<file path="src/rtl/aof_pkg.sv">
// Functional notes
// - Three output modes, picked by a register field or the serial-clock pin level.
// - Pin configuration never reaches double-data-rate single-ended mode.
// - Full-rate mode drives twelve bits, overflow and a true/complement clock pair.
// - DDR single-ended mode carries two bits on each of six outputs.
// - DDR differential mode uses six data pairs plus overflow and clock pairs.
// - Stabilizer needs one hundred encode cycles to relock after a clock change.
// - Stabilizer enable comes from a register bit or the chip-select pin level.
// - Stabilizer accepts 30% to 70% duty and keeps 50% internally.
// - In DDR modes even bits show while the clock is low, odd bits while high.
// - In full-rate mode data changes on the falling edge of the forwarded clock.
// - In pin configuration low selects full-rate, high selects DDR differential.
// - In pin configuration low chip-select turns the stabilizer off, high on.
package aof_pkg;
  localparam int DATA_W = 12;
  localparam int LANE_W = 6;
  localparam int LOCK_CYCLES = 100;
  localparam int SYNC_W = 3;
  localparam logic [1:0] MODE_FULL_CMOS = 2'h0;
  localparam logic [1:0] MODE_DDR_CMOS = 2'h1;
  localparam logic [1:0] MODE_DDR_LVDS = 2'h2;
  typedef enum logic [1:0] {AOF_FULL, AOF_DDR_SE, AOF_DDR_DIFF} aof_mode_e;
endpackage : aof_pkg

</file>
<file path="src/rtl/aof_sync.sv">
`timescale 1ns/1ps
// Three-stage synchroniser; the output changes only once stages two and three agree.
module aof_sync #(
  parameter logic RESET_VAL = 1'b0
) (
  input wire logic clk,
  input wire logic arst_n,
  input wire logic din,
  output logic dout
);
  import aof_pkg::*;
  logic [aof_pkg::SYNC_W-1:0] stage;

  always_ff @(posedge clk or negedge arst_n) begin
    if (!arst_n) begin
      stage <= {aof_pkg::SYNC_W{RESET_VAL}};
    end else begin
      stage <= {stage[aof_pkg::SYNC_W-2:0], din};
    end
  end

  always_ff @(posedge clk or negedge arst_n) begin
    if (!arst_n) begin
      dout <= RESET_VAL;
    end else if (stage[1] == stage[2]) begin
      dout <= stage[2];
    end
  end
endmodule : aof_sync

</file>
<file path="src/rtl/aof_formatter.sv">
`timescale 1ns/1ps
module aof_formatter #(
  parameter int LOCK_CYCLES = aof_pkg::LOCK_CYCLES
) (
  input wire logic clk,
  input wire logic arst_n,
  input wire logic encode_clk_p,
  input wire logic [aof_pkg::DATA_W-1:0] sample_data,
  input wire logic sample_overflow,
  input wire logic config_style_select,
  input wire logic [1:0] output_mode_field,
  input wire logic stabilizer_enable_bit,
  input wire logic pin_sck_level,
  input wire logic pin_cs_level,
  output logic [aof_pkg::DATA_W-1:0] full_data_out,
  output logic [aof_pkg::LANE_W-1:0] ddr_pair_lane,
  output logic [aof_pkg::LANE_W-1:0] ddr_pair_lane_n,
  output logic range_overflow_out,
  output logic range_overflow_out_n,
  output logic fwd_clk_true,
  output logic fwd_clk_comp,
  output logic [1:0] active_mode,
  output logic stabilizer_on,
  output logic stabilizer_locked,
  output logic data_valid
);
  import aof_pkg::*;

  // ==========================================================
  // Input synchronisation
  // ==========================================================
  logic enc_s;
  logic enc_d;
  logic cfg_pin_s;
  logic sck_s;
  logic cs_s;

  aof_sync #(.RESET_VAL(1'b0)) u_enc (.clk(clk), .arst_n(arst_n), .din(encode_clk_p), .dout(enc_s));
  aof_sync #(.RESET_VAL(1'b0)) u_cfg (.clk(clk), .arst_n(arst_n), .din(config_style_select), .dout(cfg_pin_s));
  aof_sync #(.RESET_VAL(1'b0)) u_sck (.clk(clk), .arst_n(arst_n), .din(pin_sck_level), .dout(sck_s));
  aof_sync #(.RESET_VAL(1'b0)) u_cs (.clk(clk), .arst_n(arst_n), .din(pin_cs_level), .dout(cs_s));

  always_ff @(posedge clk or negedge arst_n) begin
    if (!arst_n) begin
      enc_d <= 1'b0;
    end else begin
      enc_d <= enc_s;
    end
  end

  logic enc_rise;
  logic enc_fall;
  assign enc_rise = enc_s & ~enc_d;
  assign enc_fall = ~enc_s & enc_d;

  // ==========================================================
  // Mode and stabilizer selection
  // ==========================================================
  function automatic logic [1:0] pick_mode(input logic pin_cfg, input logic sck, input logic [1:0] field);
    if (pin_cfg) begin
      pick_mode = sck ? MODE_DDR_LVDS : MODE_FULL_CMOS;
    end else if (field == MODE_DDR_CMOS || field == MODE_DDR_LVDS) begin
      pick_mode = field;
    end else begin
      pick_mode = MODE_FULL_CMOS;
    end
  endfunction : pick_mode

  logic [1:0] next_mode;
  logic [1:0] mode_q;
  logic next_stab;
  assign next_mode = pick_mode(cfg_pin_s, sck_s, output_mode_field);
  assign next_stab = cfg_pin_s ? cs_s : stabilizer_enable_bit;

  // Mode is only updated on an encode rising edge, which starts a new sample word.
  always_ff @(posedge clk or negedge arst_n) begin
    if (!arst_n) begin
      mode_q <= MODE_FULL_CMOS;
    end else if (enc_rise) begin
      mode_q <= next_mode;
    end
  end

  // The reported mode trails by one clock so it changes with the first output of the new word.
  always_ff @(posedge clk or negedge arst_n) begin
    if (!arst_n) begin
      active_mode <= MODE_FULL_CMOS;
    end else begin
      active_mode <= mode_q;
    end
  end

  always_ff @(posedge clk or negedge arst_n) begin
    if (!arst_n) begin
      stabilizer_on <= 1'b0;
    end else begin
      stabilizer_on <= next_stab;
    end
  end

  // ==========================================================
  // Stabilizer lock tracking
  // ==========================================================
  // The encode period is measured in system clocks; any change, or a stop, restarts the lock count.
  localparam int PER_W = 16;
  logic [PER_W-1:0] per_cnt;
  logic [PER_W-1:0] per_last;
  logic [$clog2(LOCK_CYCLES+1)-1:0] lock_cnt;
  logic clk_lost;
  assign clk_lost = (per_cnt == {PER_W{1'b1}});

  always_ff @(posedge clk or negedge arst_n) begin
    if (!arst_n) begin
      per_cnt <= '0;
    end else if (enc_rise) begin
      per_cnt <= '0;
    end else if (!clk_lost) begin
      per_cnt <= per_cnt + 1'b1;
    end
  end

  always_ff @(posedge clk or negedge arst_n) begin
    if (!arst_n) begin
      per_last <= '0;
    end else if (enc_rise) begin
      per_last <= per_cnt;
    end
  end

  always_ff @(posedge clk or negedge arst_n) begin
    if (!arst_n) begin
      lock_cnt <= '0;
    end else if (!stabilizer_on || clk_lost || (enc_rise && per_cnt != per_last)) begin
      lock_cnt <= '0;
    end else if (enc_rise && lock_cnt != LOCK_CYCLES[$bits(lock_cnt)-1:0]) begin
      lock_cnt <= lock_cnt + 1'b1;
    end
  end

  always_ff @(posedge clk or negedge arst_n) begin
    if (!arst_n) begin
      stabilizer_locked <= 1'b0;
    end else begin
      stabilizer_locked <= stabilizer_on && (lock_cnt == LOCK_CYCLES[$bits(lock_cnt)-1:0]);
    end
  end

  // Stabilizer mode derives the forwarded clock halfway through the measured period (50% duty).
  logic half_point;
  assign half_point = stabilizer_locked && (per_cnt == (per_last >> 1)) && !enc_rise;

  always_ff @(posedge clk or negedge arst_n) begin
    if (!arst_n) begin
      data_valid <= 1'b0;
    end else begin
      data_valid <= (!stabilizer_on || stabilizer_locked) && !clk_lost;
    end
  end

  // ==========================================================
  // Output formatting
  // ==========================================================
  logic [DATA_W-1:0] word;
  logic word_ovf;
  logic clk_high;
  logic clk_fall_ev;
  logic clk_rise_ev;

  assign clk_fall_ev = enc_rise;
  // Until the stabilizer has locked the forwarded clock follows the encode fall, so it never stalls.
  assign clk_rise_ev = stabilizer_locked ? half_point : enc_fall;

  always_ff @(posedge clk or negedge arst_n) begin
    if (!arst_n) begin
      word <= '0;
      word_ovf <= 1'b0;
    end else if (enc_rise) begin
      word <= sample_data;
      word_ovf <= sample_overflow;
    end
  end

  // Starts high so that the first word after reset also opens on a falling forwarded clock.
  always_ff @(posedge clk or negedge arst_n) begin
    if (!arst_n) begin
      clk_high <= 1'b1;
    end else if (clk_fall_ev) begin
      clk_high <= 1'b0;
    end else if (clk_rise_ev) begin
      clk_high <= 1'b1;
    end
  end

  always_ff @(posedge clk or negedge arst_n) begin
    if (!arst_n) begin
      fwd_clk_true <= 1'b0;
      fwd_clk_comp <= 1'b1;
    end else begin
      fwd_clk_true <= clk_high;
      fwd_clk_comp <= ~clk_high;
    end
  end

  // Full-rate word follows the captured sample one clock later, in step with the forwarded clock fall.
  always_ff @(posedge clk or negedge arst_n) begin
    if (!arst_n) begin
      full_data_out <= '0;
    end else if (mode_q != MODE_FULL_CMOS) begin
      full_data_out <= '0;
    end else begin
      full_data_out <= word;
    end
  end

  always_ff @(posedge clk or negedge arst_n) begin
    if (!arst_n) begin
      range_overflow_out <= 1'b0;
      range_overflow_out_n <= 1'b1;
    end else begin
      range_overflow_out <= word_ovf;
      range_overflow_out_n <= (mode_q == MODE_DDR_LVDS) ? ~word_ovf : 1'b1;
    end
  end

  genvar g;
  generate
    for (g = 0; g < LANE_W; g++) begin : g_lane
      logic bit_now;
      assign bit_now = clk_high ? word[2*g+1] : word[2*g];
      always_ff @(posedge clk or negedge arst_n) begin
        if (!arst_n) begin
          ddr_pair_lane[g] <= 1'b0;
          ddr_pair_lane_n[g] <= 1'b1;
        end else if (mode_q == MODE_FULL_CMOS) begin
          ddr_pair_lane[g] <= 1'b0;
          ddr_pair_lane_n[g] <= 1'b1;
        end else begin
          ddr_pair_lane[g] <= bit_now;
          ddr_pair_lane_n[g] <= (mode_q == MODE_DDR_LVDS) ? ~bit_now : 1'b1;
        end
      end
    end
  endgenerate
endmodule : aof_formatter

</file>
<file path="config.mk">
export PLATFORM = sky130hd
export DESIGN_NAME = aof_formatter
export DESIGN_NICKNAME = d
export VERILOG_FILES = /design/src/rtl/aof_pkg.sv /design/src/rtl/aof_sync.sv /design/src/rtl/aof_formatter.sv
export SDC_FILE = /design/constraint.sdc
export NUM_CORES = 1
export LEC_CHECK = 0
export BUFFER_PORTS_ARGS = -buffer_cell sky130_fd_sc_hd__buf_2
export CAP_MARGIN = 20
export CORE_ASPECT_RATIO = 1.5
export CORE_MARGIN = 2
export CORE_UTILIZATION = 45
export CTS_CLUSTER_DIAMETER = 60
export DETAILED_ROUTE_END_ITERATION = 16
export PLACE_DENSITY_LB_ADDON = 0.25
export SLEW_MARGIN = 10
export SYNTH_ARGS = -nofsm -noshare
export SYNTH_HDL_FRONTEND = slang
export SYNTH_SLANG_ARGS = --single-unit
</file>
<file path="constraint.sdc">
create_clock -name clk -period 1.7 [get_ports clk]
set_input_delay 0.17 -clock clk [delete_from_list [all_inputs] [get_ports clk]]
set_output_delay 0.17 -clock clk [all_outputs]
set_load 0.01 [all_outputs]
</file>
# Word-level counts from Yosys, hierarchy flattened
# Cells that the tools add are included.
# op_classes
add_sub_neg	2
multipliers	0
div_mod_pow	0
order_cmp	0
n_eq_ne	13
shifts	0
n_mux	37
n_bitwise	12
n_reduce_logical	17
# ops
op	n
two-way mux 16 bit	2
two-way mux 1 bit	29
adder 16 x 1 -> 16 bit (second input constant)	1
equality test 16 x 15 -> 1 bit	1
equality test 16 bit (second input constant)	1
inequality test 16 bit	1
two-way mux 7 bit	2
two-way mux 12 bit	1
inverter 1 bit	10
adder 7 x 1 -> 7 bit (second input constant)	1
equality test 7 bit (second input constant)	1
inequality test 7 bit (second input constant)	1
logical AND 1 bit	6
two-way mux 2 bit	3
nonzero test 2 bit	3
equality test 1 bit	4
equality test 2 bit (second input constant)	2
logical OR 1 bit	4
zero test 1 bit	3
AND 1 bit	2
equality test 2 x 1 -> 1 bit (second input constant)	1
zero test 2 bit	1
inequality test 2 bit (second input constant)	1
# word_totals
register_bits	105
latchBits	0
ramBits	0
mem_bits_ro	0
in_bits	22
memories	0

# Logic depth before layout (Yosys ltp)
# logic_depth
depth_word	7
depth_mapped	7
ltp_nobuf	7

# Cells and area by module
# Synthesis repeated with hierarchy kept, for this count alone.
# hier_totals
cells_unflattened	419
area_unflattened_um2	4450.5
# by_module_without_submodules
mod	instances	cells_per_inst	area_per_inst_um2
aof_formatter	1	399	4005.1
aof_sync	4	5	111.4

# Least setup slack after synthesis
# OpenSTA, ideal clock, no wires.
# synth_timing
path_kind	reg-to-reg
start	register lock_cnt[0]
end	register lock_cnt[2]
setup_ns	0.128
arrival_time_ns	1.459
required_ns	1.572
path_slack_ns	0.113
stages_incl_launch_ff	8
n_path_buf	0
period_less_slack_ns	1.587
path_cell_list	dfrtp_1 -> inv_1 -> ha_1 -> nand2_1 -> or4_1 -> nand3_1 -> xor2_1 -> nor2_1
# synth_between
elab_chain_len	3
word_cells_on_any_way	6
classes_between	add/sub (1); eq/ne (1); mux (2); reduce/logical (2)
# synth_lines
item	line_no	rtl
from (decl)	aof_formatter.sv:108	logic [$clog2(LOCK_CYCLES+1)-1:0] lock_cnt;
from (signal assigned)	aof_formatter.sv:136	lock_cnt <= lock_cnt + 1'b1;
adder 7 x 1 -> 7 bit / inequality test 7 bit (equally long branches)	aof_formatter.sv:136, aof_formatter.sv:135	
two-way mux 7 bit / logical AND 1 bit (equally long branches)	aof_formatter.sv:135	end else if (enc_rise && lock_cnt != LOCK_CYCLES[$bits(lock_cnt)-1:0]) begin
two-way mux 7 bit / nonzero test 2 bit (equally long branches)	-	
# Parallel ways exist; a longest one is shown, timed or not. The select of a mux whose other input is x is not followed.
# A chain may end at the register's enable or synchronous reset.

# Final worst setup path
# layout_timing
start	register per_last[14]
end	register lock_cnt[1]
# layout_between
elab_chain_len	4
word_cells_on_any_way	5
classes_between	eq/ne (1); mux (1); reduce/logical (3)
# layout_lines
item	line_no	rtl
from (decl)	aof_formatter.sv:107	logic [PER_W-1:0] per_last;
from (signal assigned)	aof_formatter.sv:126	per_last <= per_cnt;
inequality test 16 bit (*)	aof_formatter.sv:133	end else if (!stabilizer_on || clk_lost || (enc_rise && per_cnt != per_last)) begin
logical AND 1 bit (*)	aof_formatter.sv:133	
logical OR 1 bit (*)	aof_formatter.sv:133	
two-way mux 7 bit / nonzero test 2 bit (equally long branches)	-	
# Mark *: on every way between the ends. The rest lies on a longest branch, timed or not.

==> flow_summary.json <==
{
  "outcome": "complete, no violations",
  "highest_layer": "met4",
  "dp_hpwl_mm": 6.49,
  "dieArea_sq_mm": 0.0108,
  "drive_gt1_share_pct": 28.9,
  "critPathMaxFanout": 6,
  "num_antenna_cells": 0,
  "synth_fp_nets": 447,
  "instances_no_fill": 623,
  "synth_area_sq_mm": 0.00447,
  "slew_headroom_pct": 67.5,
  "pre_cts_ws_ns": 0.0365,
  "slew_viol_final": 0,
  "grt_pass1_wl_mm": 15.4,
  "drc_errors": 0,
  "clock.fmax_ghz": 0.622,
  "grt_max_degree": 48,
  "wl_mm": 9.18,
  "grt_antenna_before_repair": 0,
  "slowest_delay_ns": 0.44,
  "die_x_um": 85.3,
  "synth_area_leaders": "dfrtp_1, nand2_1, xnor2_1",
  "wl_met2_mm": 4.95,
  "cp_cell_sequence": "xnor2_2 > nand4_1 > nor4_2 > buf_4 > o211ai_4 > a21oi_1",
  "cts-htree-levels": 3,
  "hold_class": "input port to flop",
  "dieHeight_um": 126,
  "fin_crit_ns": 1.61,
  "critPathLaunch": "per_last[14]",
  "synth_edf_count": 0,
  "synth.yosys.warnings": 0,
  "fin_tns_setup_ns": 0,
  "first_pass_iters": 4,
  "wl_per_cell_um": 14.7,
  "critPathKind": "flop to flop",
  "synth_seq_cells": 105,
  "setup_viol": 0,
  "timing.rr.end": "lock_cnt[1]",
  "ys_types": 43,
  "gr-total-overflow": 0,
  "worst_pin_slew_ns": 0.487,
  "tritoncts": "yes",
  "clkSlewWorstSetupHoldPaths_ns": 0.07,
  "place_congestion": 0.854,
  "crit_path_end": "lock_cnt[1]",
  "netlist_instances": 422,
  "insertion_delay_ns": 0.33,
  "hold_violations": 0,
  "cellPowerDensity_mw_per_mm2": 1180,
  "ys_async_sr_fraction_pct": 100,
  "finalPower_mw": 6.49,
  "row_count": 44,
  "grtUsageTotal_pct": 18.2,
  "cts.sinks": 105,
  "endpoint_kind": "flop",
  "synthDominantCellAreaShare_pct": 53.8,
  "finalInstanceArea_sq_mm": 0.00550,
  "antenna_left": 0,
  "min_period_over_period_pct": 94.6,
  "clk_root_buffer_cell": "clkbuf_16",
  "ios": 55,
  "start_util_pct": 46.1,
  "synth_area_leader_cell": "dfrtp_1",
  "timing.hold.ws_ns": 0.0297,
  "reg2reg_slack_ns": 0.09,
  "skew_ns": 0.00356,
  "p_leak_nw": 2.58,
  "worstSetupStartpointType": "flop",
  "drt-met1-wl_mm": 3.65,
  "cap_viol_max_count": 0,
  "portBuffers": 54,
  "core_area_sq_mm": 0.00969,
  "placed_cells": 597,
  "yosysSeqAreaShare_pct": 59.1,
  "syn_to_final_growth_pct": 23.1,
  "setup_slack_ns": 0.0915,
  "ir_worst_vdd_v": 0.000915,
  "arrival_ns": 1.87,
  "rr_startpoint": "per_last[14]",
  "slowest_stage": "dfrtp_1",
  "utilization_pct": 56.8,
  "fillers": 827,
  "place_area_sq_mm": 0.00504,
  "clock_path_buffers": 2,
  "cp.required_ns": 1.96,
  "nNetsFinal": 528,
  "cts_made_buffers": 9,
  "synth_commonest_cells": "nand2_1, dfrtp_1, xnor2_1",
  "grt_pass1_vias": 3170,
  "routed-wl-met3_um": 338,
  "worstRegToRegCells": 6,
  "rsz0062_at_grt": "yes",
  "routed-via-count": 3171,
  "vias_per_cell": 5.09,
  "synth_ff_type": "dfrtp_1",
  "syn_area_per_cell_sq_um": 10.6,
  "initialDrtViolationCount": 198,
  "yosysMostFrequentCell": "nand2_1"
}
## area by class of cell
class	instances	area, sq um	share of cell area, %
clock buffers	12	267	4.85
clock inverters	4	26.3	0.478
inverters	6	22.5	0.409
multi-input cells	287	1740	31.6
flip-flops and latches	105	2650	48.2
well taps	115	144	2.62
repair buffers	94	652	11.9
## timing repair
action	4_1_cts	5_1_grt
endpoints found under the setup margin	0	11
resized for setup	0	17
buffers inserted	0	5
hold buffers	5	0
hold endpoints to repair	32	0
## report_power, final
part | switching (mW) | internal, mW | leakage [nW]
Combinational | 0.727 | 0.694 | 1.11
Clock | 0.844 | 1.11 | 0.145
Sequential | 0.230 | 2.88 | 1.32
Total | 1.80 | 4.69 | 2.58
## worst max-delay path, delay by kind of cell (launching register included)
kind	cells	cell delay, ns
simple gates	2	0.45
buf+inv	1	0.17
flops	1	0.44
xor+xnor	1	0.23
compound gates	2	0.26
## flip-flops by register name, indices dropped and copies added (netlist names), 2 cells and up
register	count
active_mode	2
ddr_pair_lane	6
ddr_pair_lane_n	6
full_data_out	12
lock_cnt	7
mode_q	2
per_cnt	16
per_last	16
u_cfg.stage	3
u_cs.stage	3
u_enc.stage	3
u_sck.stage	3
word	12
## layout by cell type (no fill, tap or decap), types with 8 or more instances in the layout
master	count
nor2_1	23
nand2_1	106
buf_4	30
buf_2	53
nor2b_1	8
dfstp_2	9
nand4_1	13
dfrtp_1	88
dfrtp_2	8
a21oi_1	9
xnor2_1	39
clkbuf_16	9
and2_1	15
o21ai_0	8
## metal layers
| metal | vias up | global-route usage (%) |
|---|---|---|
| met3 | 21 | 3.60 |
| met1 | 1545 | 21.4 |
| li1 | 1530 | - |
| met2 | 75 | 31.8 |
| met5 | - | 0 |
| met4 | 0 | 7.75 |
## kinds of logic after synthesis
kind of cell               after synthesis  share of synthesized area, %
xor gates and xnor gates                46                          9.02
AOI/OAI and AO/OA                       26                          3.39
adders and majority gates                7                          1.74
and+or+nand+nor                        201                          21.9
DFF                                    105                          59.1
buffers and inverters                   30                          3.11
muxes                                    7                          1.76
## how the worst min path moves through the flow
stage                   startpoint                to  slack [ns]  depth (start not counted)
floorplan                   arst_n    active_mode[0]       -0.13                          0
global placement            arst_n  full_data_out[9]        0.15                          1
detailed placement          arst_n  full_data_out[8]        0.15                          1
CTS                 sample_data[9]           word[9]        0.02                          3
global route        sample_data[9]           word[9]        0.03                          3
finish              sample_data[9]           word[9]        0.03                          3
No activity file was read; power rests on OpenSTA's default activity.
